**src/hdl/itfm_pkg.sv**
```systemverilog
// Package: register map, function codes and timing constants of the mux
package itfm_pkg;
   // ------------------------------------------------------------
   // Register map (byte addresses)
   // ------------------------------------------------------------
   localparam logic [11:0] ADDR_SEL0    = 12'h000;
   localparam logic [11:0] ADDR_SEL1    = 12'h004;
   localparam logic [11:0] ADDR_SEL2    = 12'h008;
   localparam logic [11:0] ADDR_SEL3    = 12'h00c;
   localparam logic [11:0] ADDR_SEL4    = 12'h010;
   localparam logic [11:0] ADDR_CFG     = 12'h014;
   localparam logic [11:0] ADDR_STATUS  = 12'h018;
   localparam logic [11:0] ADDR_FUNC    = 12'h01c;
   localparam logic [11:0] ADDR_TERM    = 12'h020;
   // CFG fields
   localparam int CFG_REMOTE_LSB  = 0;
   localparam int CFG_MODE_LSB    = 16;
   localparam int CFG_EXTDISP_LSB = 24;
   // ------------------------------------------------------------
   // Reset values
   // ------------------------------------------------------------
   localparam logic [15:0] RST_SEL0 = 16'h003c;
   localparam logic [15:0] RST_SEL1 = 16'h003d;
   localparam logic [15:0] RST_SEL2 = 16'h0000;
   localparam logic [15:0] RST_SEL3 = 16'h0001;
   localparam logic [15:0] RST_SEL4 = 16'h0002;
   // ------------------------------------------------------------
   // Function codes
   // ------------------------------------------------------------
   localparam logic [15:0] FC_LOW    = 16'h0000;
   localparam logic [15:0] FC_MID    = 16'h0001;
   localparam logic [15:0] FC_HIGH   = 16'h0002;
   localparam logic [15:0] FC_SECOND = 16'h0003;
   localparam logic [15:0] FC_AIN4   = 16'h0004;
   localparam logic [15:0] FC_JOG    = 16'h0005;
   localparam logic [15:0] FC_THERM  = 16'h0007;
   localparam logic [15:0] FC_EXTSPD = 16'h0008;
   localparam logic [15:0] FC_CONVEN = 16'h000a;
   localparam logic [15:0] FC_ILOCK  = 16'h000c;
   localparam logic [15:0] FC_PID    = 16'h000e;
   localparam logic [15:0] FC_PEXT   = 16'h0010;
   localparam logic [15:0] FC_VF     = 16'h0012;
   localparam logic [15:0] FC_STOP   = 16'h0018;
   localparam logic [15:0] FC_SELFH  = 16'h0019;
   localparam logic [15:0] FC_TRAV   = 16'h0025;
   localparam logic [15:0] FC_FWD    = 16'h003c;
   localparam logic [15:0] FC_REV    = 16'h003d;
   localparam logic [15:0] FC_RESET  = 16'h003e;
   localparam logic [15:0] FC_PNET   = 16'h0041;
   localparam logic [15:0] FC_ENET   = 16'h0042;
   localparam logic [15:0] FC_CMDSRC = 16'h0043;
   localparam logic [15:0] FC_NONE   = 16'h270f;
   localparam logic [7:0]  MODE_ILOCK = 8'h07;
   // ------------------------------------------------------------
   // Timing
   // ------------------------------------------------------------
   localparam int CLK_HZ       = 100_000_000;
   localparam int FAST_RESP_US = 2000;
   localparam int SLOW_RESP_US = 20000;
   // Settle tick every 100 us; fast path uses no filter at all
   localparam int TICK_US      = 100;
   localparam int TICK_CYC     = (CLK_HZ / 1_000_000) * TICK_US;
   // Slow inputs need 4 stable ticks: worst case 4 ticks = 400 us
   localparam int SLOW_TICKS   = 4;
endpackage

```
**src/hdl/itfm_mux.sv**
```systemverilog
// Module: input terminal function mux with APB settings registers
//
// Our own choices: the address map and the APB slave port.
`timescale 1ns/100ps
// Notes on behaviour
// - Five terminals, each with its own select; defaults 60,61,0,1,2.
// - Decoder: 3 second,5 jog,14 PID,24 stop,62 reset,9999 none.
// - One code on several terminals drives the same function, except forward/reverse.
// - Speed priority: jog over all; multi-speed over PID only while remote param is 0.
// - Without an enable terminal, output stop also drives enable.
// - Mode 7 without interlock terminal: output stop drives interlock.
// - Remote param nonzero: low/mid/high become clear/decel/accel.
// - Multi-speed and remote setting share the same terminals.
// - Code 8 is the extended speed input, giving up to 15 speeds.
// - Thermal relay reads asserted when the contact opens.
// - V/f switch asserts V/f control and second function together.
// - No V/f change while running; only second function then.
// - Analogue-4 select marks analogue terminal 2 voltage invalid.
// - Codes 16, 65, 66 select external, panel, network operation.
// - Enable and output stop act within 2 ms.
// - Other functions act within 20 ms.
// - Select writes accepted only while extended display equals 0.
module itfm_mux #(
   parameter int TICK_CYC = itfm_pkg::TICK_CYC
) (
   // Clock and reset
   input  wire logic        i_clk,
   input  wire logic        i_rst,
   // APB slave
   input  wire logic        i_psel,
   input  wire logic        i_penable,
   input  wire logic        i_pwrite,
   input  wire logic [11:0] i_paddr,
   input  wire logic [31:0] i_pwdata,
   output logic      [31:0] o_prdata,
   output logic             o_pready,
   output logic             o_pslverr,
   // Terminals and drive state
   input  wire logic [4:0]  i_term,
   input  wire logic        i_running,
   // Decoded functions
   output logic             o_forward_run,
   output logic             o_reverse_run,
   output logic [3:0]       o_speed_sel,
   output logic             o_jog_active,
   output logic             o_pid_active,
   output logic             o_remote_clear,
   output logic             o_remote_decel,
   output logic             o_remote_accel,
   output logic             o_second_func,
   output logic             o_ain2_invalid,
   output logic             o_thermal_trip,
   output logic             o_conv_enable,
   output logic             o_ext_interlock,
   output logic             o_sel_external,
   output logic             o_sel_panel,
   output logic             o_sel_network,
   output logic             o_cmd_source,
   output logic             o_vf_control,
   output logic             o_output_stop,
   output logic             o_self_hold,
   output logic             o_traverse,
   output logic             o_drive_reset
);
   // ------------------------------------------------------------
   // Settings registers
   // ------------------------------------------------------------
   logic [15:0] sel_r [5];
   logic [15:0] remote_r;
   logic [7:0]  mode_r;
   logic [7:0]  extdisp_r;
   logic        vf_r;
   logic        apb_acc;
   logic        apb_wr;
   logic        mapped;

   assign apb_acc = i_psel && i_penable;
   assign apb_wr  = apb_acc && i_pwrite;
   assign mapped  = (i_paddr <= itfm_pkg::ADDR_TERM) && (i_paddr[1:0] == 2'b00);

   always_ff @(posedge i_clk or posedge i_rst) begin
      if (i_rst) begin
         sel_r[0] <= itfm_pkg::RST_SEL0;
         sel_r[1] <= itfm_pkg::RST_SEL1;
         sel_r[2] <= itfm_pkg::RST_SEL2;
         sel_r[3] <= itfm_pkg::RST_SEL3;
         sel_r[4] <= itfm_pkg::RST_SEL4;
      end else if (apb_wr && extdisp_r == 8'h00) begin
         case (i_paddr)
            itfm_pkg::ADDR_SEL0: sel_r[0] <= i_pwdata[15:0];
            itfm_pkg::ADDR_SEL1: sel_r[1] <= i_pwdata[15:0];
            itfm_pkg::ADDR_SEL2: sel_r[2] <= i_pwdata[15:0];
            itfm_pkg::ADDR_SEL3: sel_r[3] <= i_pwdata[15:0];
            itfm_pkg::ADDR_SEL4: sel_r[4] <= i_pwdata[15:0];
            default: ;
         endcase
      end
   end

   always_ff @(posedge i_clk or posedge i_rst) begin
      if (i_rst) begin
         remote_r  <= 16'h0000;
         mode_r    <= 8'h00;
         extdisp_r <= 8'h00;
      end else if (apb_wr && i_paddr == itfm_pkg::ADDR_CFG) begin
         remote_r  <= i_pwdata[itfm_pkg::CFG_REMOTE_LSB +: 16];
         mode_r    <= i_pwdata[itfm_pkg::CFG_MODE_LSB +: 8];
         extdisp_r <= i_pwdata[itfm_pkg::CFG_EXTDISP_LSB +: 8];
      end
   end

   // ------------------------------------------------------------
   // Terminal synchroniser and settle filter
   // ------------------------------------------------------------
   logic [4:0]  term_m;
   logic [4:0]  term_s;
   logic [4:0]  term_slow;
   logic [15:0] tick_cnt;
   logic        tick;
   logic [2:0]  stab_cnt [5];

   always_ff @(posedge i_clk or posedge i_rst) begin
      if (i_rst) begin
         term_m <= 5'h00;
         term_s <= 5'h00;
      end else begin
         term_m <= i_term;
         term_s <= term_m;
      end
   end

   always_ff @(posedge i_clk or posedge i_rst) begin
      if (i_rst) begin
         tick_cnt <= 16'h0000;
         tick     <= 1'b0;
      end else if (tick_cnt == 16'(TICK_CYC - 1)) begin
         tick_cnt <= 16'h0000;
         tick     <= 1'b1;
      end else begin
         tick_cnt <= tick_cnt + 16'h0001;
         tick     <= 1'b0;
      end
   end

   // Slow path rejects contact bounce; fast path stays unfiltered
   for (genvar t = 0; t < 5; t++) begin : g_filt
      always_ff @(posedge i_clk or posedge i_rst) begin
         if (i_rst) begin
            stab_cnt[t]  <= 3'h0;
            term_slow[t] <= 1'b0;
         end else if (term_s[t] == term_slow[t]) begin
            stab_cnt[t] <= 3'h0;
         end else if (tick) begin
            if (stab_cnt[t] == 3'(itfm_pkg::SLOW_TICKS - 1)) begin
               term_slow[t] <= term_s[t];
               stab_cnt[t]  <= 3'h0;
            end else begin
               stab_cnt[t] <= stab_cnt[t] + 3'h1;
            end
         end
      end
   end

   // ------------------------------------------------------------
   // Decode and merge
   // ------------------------------------------------------------
   function automatic logic any_fn(input logic [15:0] code,
                                   input logic [4:0]  lvl,
                                   input logic [15:0] s0,
                                   input logic [15:0] s1,
                                   input logic [15:0] s2,
                                   input logic [15:0] s3,
                                   input logic [15:0] s4);
      logic r;
      r = (s0 == code && lvl[0]) || (s1 == code && lvl[1]) ||
          (s2 == code && lvl[2]) || (s3 == code && lvl[3]) ||
          (s4 == code && lvl[4]);
      return r;
   endfunction

   function automatic logic has_fn(input logic [15:0] code,
                                   input logic [15:0] s0,
                                   input logic [15:0] s1,
                                   input logic [15:0] s2,
                                   input logic [15:0] s3,
                                   input logic [15:0] s4);
      logic r;
      r = s0 == code || s1 == code || s2 == code || s3 == code ||
          s4 == code;
      return r;
   endfunction

   logic f_low, f_mid, f_high, f_ext, f_jog, f_pid, f_stop, f_conv;
   logic f_ilock, f_vf, f_therm, has_conv, has_ilock, remote_on, jog_q;

   always_comb begin
      f_low   = any_fn(itfm_pkg::FC_LOW, term_slow, sel_r[0], sel_r[1],
                       sel_r[2], sel_r[3], sel_r[4]);
      f_mid   = any_fn(itfm_pkg::FC_MID, term_slow, sel_r[0], sel_r[1],
                       sel_r[2], sel_r[3], sel_r[4]);
      f_high  = any_fn(itfm_pkg::FC_HIGH, term_slow, sel_r[0], sel_r[1],
                       sel_r[2], sel_r[3], sel_r[4]);
      f_ext   = any_fn(itfm_pkg::FC_EXTSPD, term_slow, sel_r[0], sel_r[1],
                       sel_r[2], sel_r[3], sel_r[4]);
      f_jog   = any_fn(itfm_pkg::FC_JOG, term_slow, sel_r[0], sel_r[1],
                       sel_r[2], sel_r[3], sel_r[4]);
      f_pid   = any_fn(itfm_pkg::FC_PID, term_slow, sel_r[0], sel_r[1],
                       sel_r[2], sel_r[3], sel_r[4]);
      f_vf    = any_fn(itfm_pkg::FC_VF, term_slow, sel_r[0], sel_r[1],
                       sel_r[2], sel_r[3], sel_r[4]);
      // Contact open means trip, so a low terminal level asserts it
      f_therm = any_fn(itfm_pkg::FC_THERM, ~term_slow, sel_r[0], sel_r[1],
                       sel_r[2], sel_r[3], sel_r[4]);
      f_stop  = any_fn(itfm_pkg::FC_STOP, term_s, sel_r[0], sel_r[1],
                       sel_r[2], sel_r[3], sel_r[4]);
      f_conv  = any_fn(itfm_pkg::FC_CONVEN, term_s, sel_r[0], sel_r[1],
                       sel_r[2], sel_r[3], sel_r[4]);
      f_ilock = any_fn(itfm_pkg::FC_ILOCK, term_slow, sel_r[0], sel_r[1],
                       sel_r[2], sel_r[3], sel_r[4]);
      has_conv  = has_fn(itfm_pkg::FC_CONVEN, sel_r[0], sel_r[1],
                         sel_r[2], sel_r[3], sel_r[4]);
      has_ilock = has_fn(itfm_pkg::FC_ILOCK, sel_r[0], sel_r[1],
                         sel_r[2], sel_r[3], sel_r[4]);
      remote_on = remote_r != 16'h0000;
      jog_q     = f_jog;
   end

   // ------------------------------------------------------------
   // Output registers
   // ------------------------------------------------------------
   always_ff @(posedge i_clk or posedge i_rst) begin
      if (i_rst) begin
         o_output_stop   <= 1'b0;
         o_conv_enable   <= 1'b0;
         o_ext_interlock <= 1'b0;
      end else begin
         o_output_stop   <= f_stop;
         o_conv_enable   <= has_conv ? f_conv : f_stop;
         o_ext_interlock <= (mode_r == itfm_pkg::MODE_ILOCK && !has_ilock)
                            ? f_stop : f_ilock;
      end
   end

   always_ff @(posedge i_clk or posedge i_rst) begin
      if (i_rst) begin
         o_speed_sel    <= 4'h0;
         o_jog_active   <= 1'b0;
         o_pid_active   <= 1'b0;
         o_remote_clear <= 1'b0;
         o_remote_decel <= 1'b0;
         o_remote_accel <= 1'b0;
      end else begin
         // Same terminals feed both meanings, chosen by the remote param
         o_remote_clear <= remote_on && f_low;
         o_remote_decel <= remote_on && f_mid;
         o_remote_accel <= remote_on && f_high;
         o_jog_active   <= jog_q;
         if (jog_q) begin
            o_speed_sel  <= 4'h0;
            o_pid_active <= 1'b0;
         end else if (!remote_on && (f_low || f_mid || f_high || f_ext)) begin
            o_speed_sel  <= {f_ext, f_high, f_mid, f_low};
            o_pid_active <= 1'b0;
         end else begin
            o_speed_sel  <= remote_on ? {f_ext, 3'b000} : 4'h0;
            o_pid_active <= f_pid;
         end
      end
   end

   // V/f mode is latched only while stopped
   always_ff @(posedge i_clk or posedge i_rst) begin
      if (i_rst) begin
         vf_r <= 1'b0;
      end else if (!i_running) begin
         vf_r <= f_vf;
      end
   end

   always_ff @(posedge i_clk or posedge i_rst) begin
      if (i_rst) begin
         o_forward_run  <= 1'b0;
         o_reverse_run  <= 1'b0;
         o_second_func  <= 1'b0;
         o_vf_control   <= 1'b0;
         o_ain2_invalid <= 1'b0;
         o_thermal_trip <= 1'b0;
         o_sel_external <= 1'b0;
         o_sel_panel    <= 1'b0;
         o_sel_network  <= 1'b0;
         o_cmd_source   <= 1'b0;
         o_self_hold    <= 1'b0;
         o_traverse     <= 1'b0;
         o_drive_reset  <= 1'b0;
      end else begin
         // Forward/reverse codes are honoured only on their own terminal
         o_forward_run  <= sel_r[0] == itfm_pkg::FC_FWD && term_slow[0];
         o_reverse_run  <= sel_r[1] == itfm_pkg::FC_REV && term_slow[1];
         o_second_func  <= f_vf || any_fn(itfm_pkg::FC_SECOND, term_slow,
                           sel_r[0], sel_r[1], sel_r[2], sel_r[3],
                           sel_r[4]);
         o_vf_control   <= vf_r;
         o_ain2_invalid <= any_fn(itfm_pkg::FC_AIN4, term_slow, sel_r[0],
                           sel_r[1], sel_r[2], sel_r[3], sel_r[4]);
         o_thermal_trip <= f_therm;
         o_sel_external <= any_fn(itfm_pkg::FC_PEXT, term_slow, sel_r[0],
                           sel_r[1], sel_r[2], sel_r[3], sel_r[4]);
         o_sel_panel    <= any_fn(itfm_pkg::FC_PNET, term_slow, sel_r[0],
                           sel_r[1], sel_r[2], sel_r[3], sel_r[4]);
         o_sel_network  <= any_fn(itfm_pkg::FC_ENET, term_slow, sel_r[0],
                           sel_r[1], sel_r[2], sel_r[3], sel_r[4]);
         o_cmd_source   <= any_fn(itfm_pkg::FC_CMDSRC, term_slow, sel_r[0],
                           sel_r[1], sel_r[2], sel_r[3], sel_r[4]);
         o_self_hold    <= any_fn(itfm_pkg::FC_SELFH, term_slow, sel_r[0],
                           sel_r[1], sel_r[2], sel_r[3], sel_r[4]);
         o_traverse     <= any_fn(itfm_pkg::FC_TRAV, term_slow, sel_r[0],
                           sel_r[1], sel_r[2], sel_r[3], sel_r[4]);
         o_drive_reset  <= any_fn(itfm_pkg::FC_RESET, term_slow, sel_r[0],
                           sel_r[1], sel_r[2], sel_r[3], sel_r[4]);
      end
   end

   // ------------------------------------------------------------
   // APB read path, no wait states
   // ------------------------------------------------------------
   always_ff @(posedge i_clk or posedge i_rst) begin
      if (i_rst) begin
         o_pready  <= 1'b0;
         o_pslverr <= 1'b0;
         o_prdata  <= 32'h0000_0000;
      end else if (i_psel && !i_penable) begin
         o_pready  <= 1'b1;
         o_pslverr <= !mapped;
         o_prdata  <= 32'h0000_0000;
         if (!i_pwrite) begin
            case (i_paddr)
               itfm_pkg::ADDR_SEL0:   o_prdata <= {16'h0000, sel_r[0]};
               itfm_pkg::ADDR_SEL1:   o_prdata <= {16'h0000, sel_r[1]};
               itfm_pkg::ADDR_SEL2:   o_prdata <= {16'h0000, sel_r[2]};
               itfm_pkg::ADDR_SEL3:   o_prdata <= {16'h0000, sel_r[3]};
               itfm_pkg::ADDR_SEL4:   o_prdata <= {16'h0000, sel_r[4]};
               itfm_pkg::ADDR_CFG:    o_prdata <= {extdisp_r, mode_r,
                                                   remote_r};
               itfm_pkg::ADDR_STATUS: o_prdata <= {27'h0, term_s};
               itfm_pkg::ADDR_FUNC:   o_prdata <= {16'h0, o_speed_sel,
                                        o_jog_active, o_pid_active,
                                        o_second_func, o_vf_control,
                                        o_output_stop, o_conv_enable,
                                        o_ext_interlock, o_thermal_trip,
                                        o_sel_external, o_sel_panel,
                                        o_sel_network, o_ain2_invalid};
               itfm_pkg::ADDR_TERM:   o_prdata <= {27'h0, term_slow};
               default:               o_prdata <= 32'h0000_0000;
            endcase
         end
      end else begin
         o_pready  <= 1'b0;
         o_pslverr <= 1'b0;
      end
   end

   // ------------------------------------------------------------
   // Checks
   // ------------------------------------------------------------
   chk_stop_enable: assert property (@(posedge i_clk) disable iff (i_rst)
      !has_conv |=> o_conv_enable == $past(f_stop))
      else $error("enable does not follow output stop");
   chk_stop_ilock: assert property (@(posedge i_clk) disable iff (i_rst)
      (mode_r == itfm_pkg::MODE_ILOCK && !has_ilock)
      |=> o_ext_interlock == $past(f_stop))
      else $error("interlock does not follow output stop");
   chk_jog_priority: assert property (@(posedge i_clk) disable iff (i_rst)
      o_jog_active |-> o_speed_sel == 4'h0 && !o_pid_active)
      else $error("jog not highest priority");
   chk_pid_priority: assert property (@(posedge i_clk) disable iff (i_rst)
      o_pid_active |-> o_speed_sel == 4'h0)
      else $error("pid active with multi-speed");
   chk_remote_share: assert property (@(posedge i_clk) disable iff (i_rst)
      o_remote_clear |-> $past(remote_on) && o_speed_sel[0] == 1'b0)
      else $error("remote clear without remote mode");
   chk_vf_second: assert property (@(posedge i_clk) disable iff (i_rst)
      o_vf_control |-> o_second_func || $past(!f_vf))
      else $error("vf without second function");
   chk_vf_frozen: assert property (@(posedge i_clk) disable iff (i_rst)
      i_running && $past(i_running) |=> $stable(vf_r))
      else $error("vf changed while running");
   chk_write_lock: assert property (@(posedge i_clk) disable iff (i_rst)
      apb_wr && extdisp_r != 8'h00 && i_paddr == itfm_pkg::ADDR_SEL0
      |=> $stable(sel_r[0]))
      else $error("select written while locked");
   chk_fast_stop: assert property (@(posedge i_clk) disable iff (i_rst)
      sel_r[2] == itfm_pkg::FC_STOP && sel_r[2] == $past(sel_r[2])
      && term_s[2] |=> o_output_stop)
      else $error("output stop late");
   chk_thermal_open: assert property (@(posedge i_clk) disable iff (i_rst)
      sel_r[3] == itfm_pkg::FC_THERM && $stable(sel_r[3])
      && !term_slow[3] |=> o_thermal_trip)
      else $error("thermal not asserted on open");

   cov_jog: cover property (@(posedge i_clk) o_jog_active);
   cov_remote: cover property (@(posedge i_clk) o_remote_accel);
   cov_speed15: cover property (@(posedge i_clk) o_speed_sel == 4'hf);
   cov_locked: cover property (@(posedge i_clk)
      apb_wr && extdisp_r != 8'h00);
endmodule

```
**config.mk**
```make
export PLATFORM = sky130hd
export DESIGN_NAME = itfm_mux
export DESIGN_NICKNAME = d
export VERILOG_FILES = /design/src/hdl/itfm_pkg.sv /design/src/hdl/itfm_mux.sv
export SDC_FILE = /design/constraint.sdc
export NUM_CORES = 1
export LEC_CHECK = 0
export ABC_AREA = 0
export BUFFER_PORTS_ARGS = -buffer_cell sky130_fd_sc_hd__buf_2
export CORE_MARGIN = 1
export CORE_UTILIZATION = 25
export CTS_BUF_LIST = sky130_fd_sc_hd__clkbuf_16
export DETAILED_ROUTE_END_ITERATION = 8
export PLACE_DENSITY = 0.44
export SLEW_MARGIN = 20
export SYNTH_ARGS = -nofsm -noshare
export SYNTH_HDL_FRONTEND = slang
export SYNTH_SLANG_ARGS = --single-unit
```
**constraint.sdc**
```tcl
create_clock -name i_clk -period 9.5 [get_ports i_clk]
set_input_delay 1.425 -clock i_clk [delete_from_list [all_inputs] [get_ports i_clk]]
set_output_delay 1.425 -clock i_clk [all_outputs]
set_load 0.01 [all_outputs]
```
[Yosys cells after proc, flatten, opt, wreduce, memory -nomap -nowiden]
Index checks and enable logic that the tools add are counted.
W data, S select, Z words.
Operators by class
  $add $sub $neg: 6
  order comparisons: 1
  equal/unequal tests: 117
  mux-type cells: 28
  bitwise operators: 6
  reductions and logical operators: 233
Operators by type and width (count)
  $eq A16 B4 Y1 const B: 20
  $eq A16 B5 Y1 const B: 20
  $pmux W32 S9: 1
  $eq A16 B3 Y1 const B: 15
  $eq A16 B7 Y1 const B: 15
  $eq A16 B6 Y1 const B: 12
  $eq A16 B2 Y1 const B: 10
  $logic_and A1 B1 Y1: 113
  $logic_or A1 B1 Y1: 92
  $eq A16 B1 Y1 const B: 5
  $logic_not A16 Y1: 5
  $eq A12 B5 Y1 const B: 4
  $mux W3: 15
  $mux W32: 1
  $eq A12 B4 Y1 const B: 2
  $add A16 B1 Y16 const B: 1
  $eq A16 B14 Y1 const B: 1
  $mux W16: 1
  $reduce_bool A16 Y1: 1
  $add A3 B1 Y3 const B: 5
  $eq A3 B2 Y1 const B: 5
  $reduce_and A3 Y1: 5
  $eq A12 B3 Y1 const B: 1
  $eq A12 B6 Y1 const B: 1
  other kinds (13): 40
Word-level totals
  flip-flop bits (word level): 219
  input port bits: 55
  logic and storage cells: 439

[Longest topological paths before layout]
Gate-level depths: netlist (run 1).
  depth in word-level cells: 12
  gate-level depth with buffers: 8
  gate-level depth less buffers: 6

[Worst setup path before layout (run 1)]
No wires, ideal clock.
  kind: input -> register
  start: in i_paddr[9]
  end: reg sel_r[17] (netlist bit)
  library setup time: 0.127 ns
  arrival: 2.967 ns
  path slack: 6.406 ns
  stages: 7
  buffers on the path: 2
  path through: nor4_4 nand4_2 nor3_2 and2_1 buf_2 buf_6 mux2_1
Between the ends
  word-level cells in the longest chain between the ends: 2
Ends and longest elaborated chain
  start, declared: line itfm_mux.sv:33  | input wire logic [11:0] i_paddr,
  $eq A12 B4 Y1: line itfm_mux.sv:89  | case (i_paddr)
  $reduce_and A2 Y1 (no line)
  end, declared: line itfm_mux.sv:68  | logic [15:0] sel_r [5];
Every way passes these cells.
A chain may end at the register's enable or synchronous reset.

[Worst setup path in the final report (run 1)]
  start: in i_paddr[9]
  end: reg mode_r[2]
Between the ends
  word-level cells in the longest chain between the ends: 2
Ends and longest elaborated chain
  $eq A12 B5 Y1: line itfm_mux.sv:105  | end else if (apb_wr && i_paddr == itfm_pkg::ADDR_CFG) begin
  $logic_and A1 B1 Y1: line itfm_mux.sv:105
  end signal, assigned: line itfm_mux.sv:107  | mode_r <= i_pwdata[itfm_pkg::CFG_MODE_LSB +: 8];
  end, declared: line itfm_mux.sv:70  | logic [7:0] mode_r;
Every way passes these cells.

==> summary by stage, run 1 <==
Layout
The diode insertion count for antenna repair is 0. The number of filler cells placed in the layout is 4330. The area added between synthesis and finish is 18.1%. The count of nets after finishing is 1099. Of the cells placed in the final design, the portion with a size suffix greater than 1 is 27.4%. The count of cells in the finished layout, fillers not included, comes to 1598. The utilization after layout is 29.9%.

Place
The final estimated routing congestion in global placement is 0.952. The pre-CTS setup slack is 5.27 ns. In this run the tool buffered the top-level ports with about 110 buffer cells. After legalization and detailed placement, the total HPWL measured 28.5 mm. In this run, placement finished with an instance count of roughly 1.5k.

Setup path
Data arrives at the worst endpoint at approximately 4.1 ns. STA classifies the critical path startpoint as an input pin. The maximum fanout encountered on the critical timing path is 32. The number of buffers and inverters on the critical path is 1. Traced cell by cell, the critical path runs through buf_2 -> nor4_4 -> and4_1 -> and3_1 -> nand3b_4 -> mux2_1. By startpoint and endpoint, the worst setup path is classified as input pin to flop. On the worst path, the slowest cell contributes a delay of 0.69 ns. The slowest stage of the critical path is the sky130_fd_sc_hd__and3_1 cell.

For the worst setup path, the data required time is 9.94 ns. The cell family contributing the most delay on the critical path is simple AND/OR/NAND/NOR gates. The nature of the critical path endpoint is a flop.

Synth
The register area share after synthesis is 51.8%. Among all flip-flop cells after synthesis, the most frequent one is sky130_fd_sc_hd__dfrtp_1. The async set-or-reset flop fraction in the synthesized netlist is 100%. After synthesis, the most frequently instantiated cells are sky130_fd_sc_hd__dfrtp_1, sky130_fd_sc_hd__mux2_2, sky130_fd_sc_hd__nor2_1, sky130_fd_sc_hd__nand2_1, sky130_fd_sc_hd__nand3_1. The most common cell in the synthesized netlist is sky130_fd_sc_hd__dfrtp_1.

The number of storage elements in the synthesis netlist is between 200 and 250. A synthesized cell averages 11.3 um2. The net count of the mapped netlist is 999. In the post-synthesis netlist, the biggest area contributors are sky130_fd_sc_hd__dfrtp_1, sky130_fd_sc_hd__mux2_2, sky130_fd_sc_hd__dfstp_2. The netlist uses about 70 different library cells.

Summing every instance area after synthesis gives 10600 um2. The fraction of post-synthesis cell area in the top cell type by area is about 49%. The Yosys step of the flow raised 0 warnings.

Of all cell types, the one taking the most synthesized area is sky130_fd_sc_hd__dfrtp_1. The number of flops mapped to enable cells by yosys is 0. In the synthesized netlist, the number of instances is 938.

STA
Headroom to the max-slew limit came out at 20.7%. Adding up every negative setup slack in the final design gives 0 ns. Subtracting the final worst setup slack from the clock period gives 3.69 ns.

The final period utilization is between 30% and 40%. The total count of max-transition violations in the final report came to 0. Based on the critical path, the design can be clocked at up to 271 MHz.

The final number of hold-violating endpoints is 0. Setup violations remaining at the end of the flow were counted as 0. The slew at the pin closest to its max-slew limit is 1.18 ns.

Across the routed clock network, the largest skew measured is 0.0232 ns. Setup slack closes at 5.81 ns. Setup repair after global routing left no endpoint under its margin.

Clocking
The number of buffers added by the clock tree synthesis step is 27. The cell at the root of the clock tree is sky130_fd_sc_hd__clkbuf_16. The longest clock path from root to sink contains 3 buffers. The number of setup buffers added after CTS is 0. The count of instances resized after the clock tree is built is 0. The clock latency on the worst-skew pair is between 0.5 and 0.6 ns. The number of clock sinks is roughly 220. Clock-pin slew was measured on the worst setup and hold paths at approximately 0.060 ns.

The number of levels in the clock H-tree is 1. Hold repair after CTS inserted 0 buffers. The CTS tree is done.

Global routing
The first global-routing pass estimated 57.1 mm of wire. The largest net degree at the start of global routing is 130. The via count of the first global-routing pass is between 8k and 9k.

For this run the aggregate overflow at the end of global routing stands at 0. Global routing used 17.6% of the available tracks. The initial antenna violation count is 3.

Floorplan
The total area inside the core boundary comes to 41900 um2. The floorplan step set the die width to slightly above 200 um. In this run the vertical extent of the chip is between 200 and 250 um. The area enclosed by the die boundary is about 43000 um2. The number of placement rows is 75.

The I/O pin total is 114. The initial standard-cell utilization of the core is 25.3%.

Drt
The overall via count from detail_route is 8486. The remaining antenna violation count is 0. Wires add up to 38.0 mm. The first-iteration detailed-routing DRC count is ~1k. The routed length per instance is 23.8 um. For this run, design rule violations remaining after detail routing come to 2.

The via density per instance is 5.31. Before antenna repair, the detailed router went through 9 iterations.

Power and ir drop
Total power for the finished layout comes to around 2000 uW. The leakage power is 0.00592 uW. The worst-case IR drop observed on VDD is 94.3 uV. The power density normalized to cell area is 159 nW/um2.

Job
The tool flagged a number of max-cap violations equal to 0.

Outcome
The final reports fail on design-rule violations. The run finished, with violations left.

Worst hold path
The class of the worst hold path is flop to flop.
[placed cells by master (no fill, tap or decap), types with 5 or more instances in the layout]
cell,instances
sky130_fd_sc_hd__buf_2,113
sky130_fd_sc_hd__buf_4,5
sky130_fd_sc_hd__nand2b_1,14
sky130_fd_sc_hd__dfrtp_1,208
sky130_fd_sc_hd__ha_1,6
sky130_fd_sc_hd__and4_1,6
sky130_fd_sc_hd__a21oi_1,9
sky130_fd_sc_hd__nor2_1,76
sky130_fd_sc_hd__clkbuf_16,27
sky130_fd_sc_hd__nand3_1,37
sky130_fd_sc_hd__nor4b_1,6
sky130_fd_sc_hd__a22oi_1,15
sky130_fd_sc_hd__nand4_1,31
sky130_fd_sc_hd__inv_1,18
sky130_fd_sc_hd__mux2_2,107
sky130_fd_sc_hd__xnor2_1,12
sky130_fd_sc_hd__mux2i_1,7
sky130_fd_sc_hd__dfstp_2,11
sky130_fd_sc_hd__nand2_1,62
sky130_fd_sc_hd__mux2_1,24
sky130_fd_sc_hd__nor3_1,20
sky130_fd_sc_hd__a31oi_1,7
sky130_fd_sc_hd__nor2b_1,19
sky130_fd_sc_hd__a222oi_1,20
sky130_fd_sc_hd__nor4_1,33
sky130_fd_sc_hd__a22o_1,29
sky130_fd_sc_hd__nor3b_1,8
sky130_fd_sc_hd__xor2_1,5
sky130_fd_sc_hd__or4_1,5
sky130_fd_sc_hd__nand4b_1,7
sky130_fd_sc_hd__o21ai_0,9
sky130_fd_sc_hd__clkinv_1,9
sky130_fd_sc_hd__and2_1,5
sky130_fd_sc_hd__o22ai_1,9
sky130_fd_sc_hd__clkinv_2,5
sky130_fd_sc_hd__and3_1,13
[layer usage]
metal	global-route usage [%]	part of all wire, %	vias up
li1	-	-	3739
met1	24.9	46	4265
met2	26.8	44	401
met3	3.48	7.6	77
met4	5.72	3.1	4
met5	0	0.071	-
[power breakdown]
group          total [uW]  internal [uW]  switching, uW
Clock                 985            572            413
Sequential            941            937           4.51
Combinational        59.2           14.3           44.9
Total                1990           1520            463
[path summary, 6_finish.rpt]
kind                                  startpoint                       end  slack (ns)  cells after the start
max                                   i_paddr[9]     mode_r[2]$_DFFE_PP0P_        5.81                      6
min                          term_m[4]$_DFF_PP0_       term_s[4]$_DFF_PP0_        0.35                      0
max reg2reg                sel_r[74]$_DFFE_PP0P_   o_conv_enable$_DFF_PP0_        6.27                      6
min reg2reg                  term_m[4]$_DFF_PP0_       term_s[4]$_DFF_PP0_        0.35                      0
max in group asynchronous                  i_rst  o_ain2_invalid$_DFF_PP0_        6.55                      4
min in group asynchronous                  i_rst     mode_r[6]$_DFFE_PP0P_        1.09                      2
[stage by stage]
| stage | cell area [um2] | hold slack, ns |
|---|---|---|
| 2_1_floorplan | 10600 | 0.331 |
| 3_3_place_gp | 11600 | 0.335 |
| 3_5_place_dp | 11600 | 0.335 |
| 4_1_cts | 12500 | 0.348 |
| 5_1_grt | 12500 | 0.362 |
| 6_report | 12500 | 0.346 |
[state kept, by name (all words and copies together), names as in the netlist, 4 cells and up]
register	count
extdisp_r	8
mode_r	8
o_prdata	32
o_speed_sel	4
remote_r	16
sel_r	80
stab_cnt	15
term_m	5
term_s	5
term_slow	5
tick_cnt	16
[cell families after synthesis]
kind of cell    Yosys count  share of synthesized area (%)
compound gates          131                           9.86
xor+xnor                 17                           1.41
fa+ha+maj                 6                          0.708
buf+inv                  63                           2.75
flops                   219                           51.8
mux                     138                           14.6
simple gates            364                           18.8
[area by class of cell]
cell class                      instances  area [um2]  area share [%]
Clock buffer                           27         676            5.40
Clock inverter                         23         174            1.39
Inverter                               16        67.6           0.540
Multi-Input combinational cell        656        4820            38.6
Sequential cell                       219        5490            43.9
Tap cell                              539         674            5.39
Timing Repair Buffer                  118         603            4.82
No activity file was read; power rests on OpenSTA's default activity.
==> run 2: changes to the inputs <==
Clock period 9.5 ns to 3.4 ns, I/O delays scaled along.
==> summary by stage, run 2 (synthesized netlist as in run 1, its figures left out) <==
Drt
The total routed wirelength is 39.3 mm. In the routed layout, each cell is associated on average with a via count of 5.27. The routed length per instance is ~24 um.

The first-iteration detailed-routing DRC count is 1053. The remaining antenna violation count is 0. The number of remaining DRC errors is 4. The pre-antenna-repair detailed-routing pass consisted of 9 iterations. Across all layers, the routed design uses 8630 vias.

Global routing
The via count of the first global-routing pass is 8511. Entering global routing, the biggest net connects 54 pins. The initial antenna violation count is 3.

Across every metal layer, demand over resource in global routing totals 18.1%. Global routing finished with a remaining overflow of 0. The wire length of the first global-routing pass is 58.6 mm.

Worst hold path
The end point of the worst hold path is term_m[1]$_DFF_PP0_. The class of the worst hold path is input pin to flop. The cell depth of the worst min-delay path is 1. The startpoint identified for the worst hold timing path is i_term[1].

Clocking
Post-CTS timing repair inserted 0 buffers for setup. For the worst-skew pair, the clock arrives at the later sink with an insertion delay of between 0.5 and 0.6 ns. The cell at the root of the clock tree is sky130_fd_sc_hd__clkbuf_16. CTS built an H-tree with a depth of 1.

Counting along the longest clock path gives a buffer depth of 3. The number of clock sinks is 219. The count of instances resized after the clock tree is built is 0. Hold repair after CTS inserted 0 buffers. The clock input transition at the sequential cells of the worst setup and hold paths is ~0.060 ns. The number of buffers added by the clock tree synthesis step is 27. The CTS tree is done.

Power and ir drop
Dividing total power by cell area gives a power density of 426 nW/um2. VDD sags by at most 262 uV. The total power draw is 5480 uW. For this design the static power due to leakage is 0.00614 uW.

Setup path
The critical path is of the flop to flop type. The worst reg2reg path startpoint is sel_r[55]$_DFFE_PP0P_. The endpoint identified for the worst register-to-register timing path is o_ext_interlock$_DFF_PP0_. The reg-to-reg setup timing slack is 0.43 ns. Of all nets on the critical path, the largest fanout is 6. Data arrives at the worst endpoint at 3.45 ns. The worst register-to-register path has a depth of 6.

At the worst endpoint, the required time is 3.88 ns. STA classifies the critical path endpoint as a flop. The type of element launching the critical path is a flop.

Outcome
The checks that failed: design-rule violations. The run finished, with violations left.

STA
The total count of max-transition violations in the final report is 0. Setup violations remaining at the end of the flow were counted as 0. The slew at the pin closest to its max-slew limit is 0.949 ns. In the final timing run, aggregate negative setup slack is 0 ns.

The final number of hold-violating endpoints is 0. Headroom to the max-slew limit came out at approximately a third. The final critical path time including I/O delays and setup is roughly 3.0 ns. The clock arrives with 0.0121 ns of skew. Setup repair after global routing left no endpoint under its margin. The final period utilization is 87.4%. The top achievable clock speed is 336 MHz.

Layout
0 antenna diodes ended up in the layout. The library cells used most frequently in the layout, excluding fill and tap cells, are sky130_fd_sc_hd__dfrtp_1, sky130_fd_sc_hd__buf_2, sky130_fd_sc_hd__mux2_2. The library cell used most frequently in the layout, excluding fill and tap cells, is sky130_fd_sc_hd__dfrtp_1.

The largest registers in the layout are sel_r (80), o_prdata (32). The number of flip-flops in the largest register is 80. The proportion of layout cells with a drive suffix above 1 is between 20% and 30%. The count of nets after finishing is 1140. The largest register by flop count is sel_r.

From synthesis to final layout, the design area changed by 21.2%.

Floorplan
The initial standard-cell utilization of the core is between 20 and 30%. The number of placement rows is 75. The floorplan step defined a die boundary enclosing about 43000 um2.

The I/O pin total is approximately 110. The total core area is 41900 um2. The die extent in y is ~210 um. The die boundary width is around 210 um.

Place
The number of input and output port buffers inserted is around 110. Once detailed placement completed, the half-perimeter wirelength came to 30.4 mm. Routability-driven placement finished with a final weighted congestion of between 0.9 and 1.

Job
Across the run, the number of max-cap violations was 0.
-- run 2: changes by cell type in the layout (fill, tap and decap cells not counted), moves of 2 or more --
cell,delta
sky130_fd_sc_hd__clkinv_2,-2
sky130_fd_sc_hd__buf_4,+35
sky130_fd_sc_hd__clkinv_1,+2
sky130_fd_sc_hd__inv_1,+3
sky130_fd_sc_hd__buf_12,+6
-- run 2: how the worst max path moves through the flow --
stage / start / to / cells past startpoint
floorplan: i_rst / extdisp_r[0]$_DFFE_PP0P_ / 1
global placement: sel_r[55]$_DFFE_PP0P_ / o_ext_interlock$_DFF_PP0_ / 6
detailed placement: sel_r[55]$_DFFE_PP0P_ / o_ext_interlock$_DFF_PP0_ / 6
CTS: sel_r[55]$_DFFE_PP0P_ / o_ext_interlock$_DFF_PP0_ / 6
global route: sel_r[61]$_DFFE_PP0P_ / o_ext_interlock$_DFF_PP0_ / 6
finish: sel_r[55]$_DFFE_PP0P_ / o_ext_interlock$_DFF_PP0_ / 6
-- run 2: cell type report --
type,instances,area (um2)
clock buffer,27,676
clock inverter,23,136
fill,4355,29000
inverter,16,63.8
multi-input combinational,656,4810
sequential,219,5490
tap,539,674
timing repair buffer,159,986
-- run 2: routing by layer --
metal	vias to the layer above	part of all wire [%]	GRT usage (%)
met2	338	44	27.9
li1	3836	-	-
met4	4	2.9	5.98
met5	-	0.061	0
met3	62	6.6	2.27
met1	4390	46	26.2
-- run 2: worst max-delay path, cell delays in order, from the launching register on --
cell,delay (ns)
sky130_fd_sc_hd__dfrtp_1,0.39
sky130_fd_sc_hd__nor3_1,0.60
sky130_fd_sc_hd__nand4_1,0.49
sky130_fd_sc_hd__nor4_1,0.72
sky130_fd_sc_hd__nor3_1,0.31
sky130_fd_sc_hd__nand4_1,0.18
sky130_fd_sc_hd__mux2i_1,0.19
-- run 2: metrics by stage --
stage / hold slack [ns] / utilization (%) / instance area, um2 / instances / worst slack [ns]
after floorplan: 0.331 / - / 10600 / 938 / 0.0449
after global placement: 0.336 / 28.7 / 12000 / 1589 / 0.432
after detailed placement: 0.335 / 28.7 / 12000 / 1589 / 0.404
after CTS: 0.0254 / 30.7 / 12800 / 1639 / 0.404
after global routing: 0.0312 / 30.7 / 12800 / 1639 / 0.263
final: 0.0542 / 30.7 / 12800 / 1639 / 0.427
-- run 2: where the power goes --
group	switching, uW	internal [uW]
Clock	1160	1510
Sequential	12.3	2620
Combinational	129	51.8
Total	1300	4180
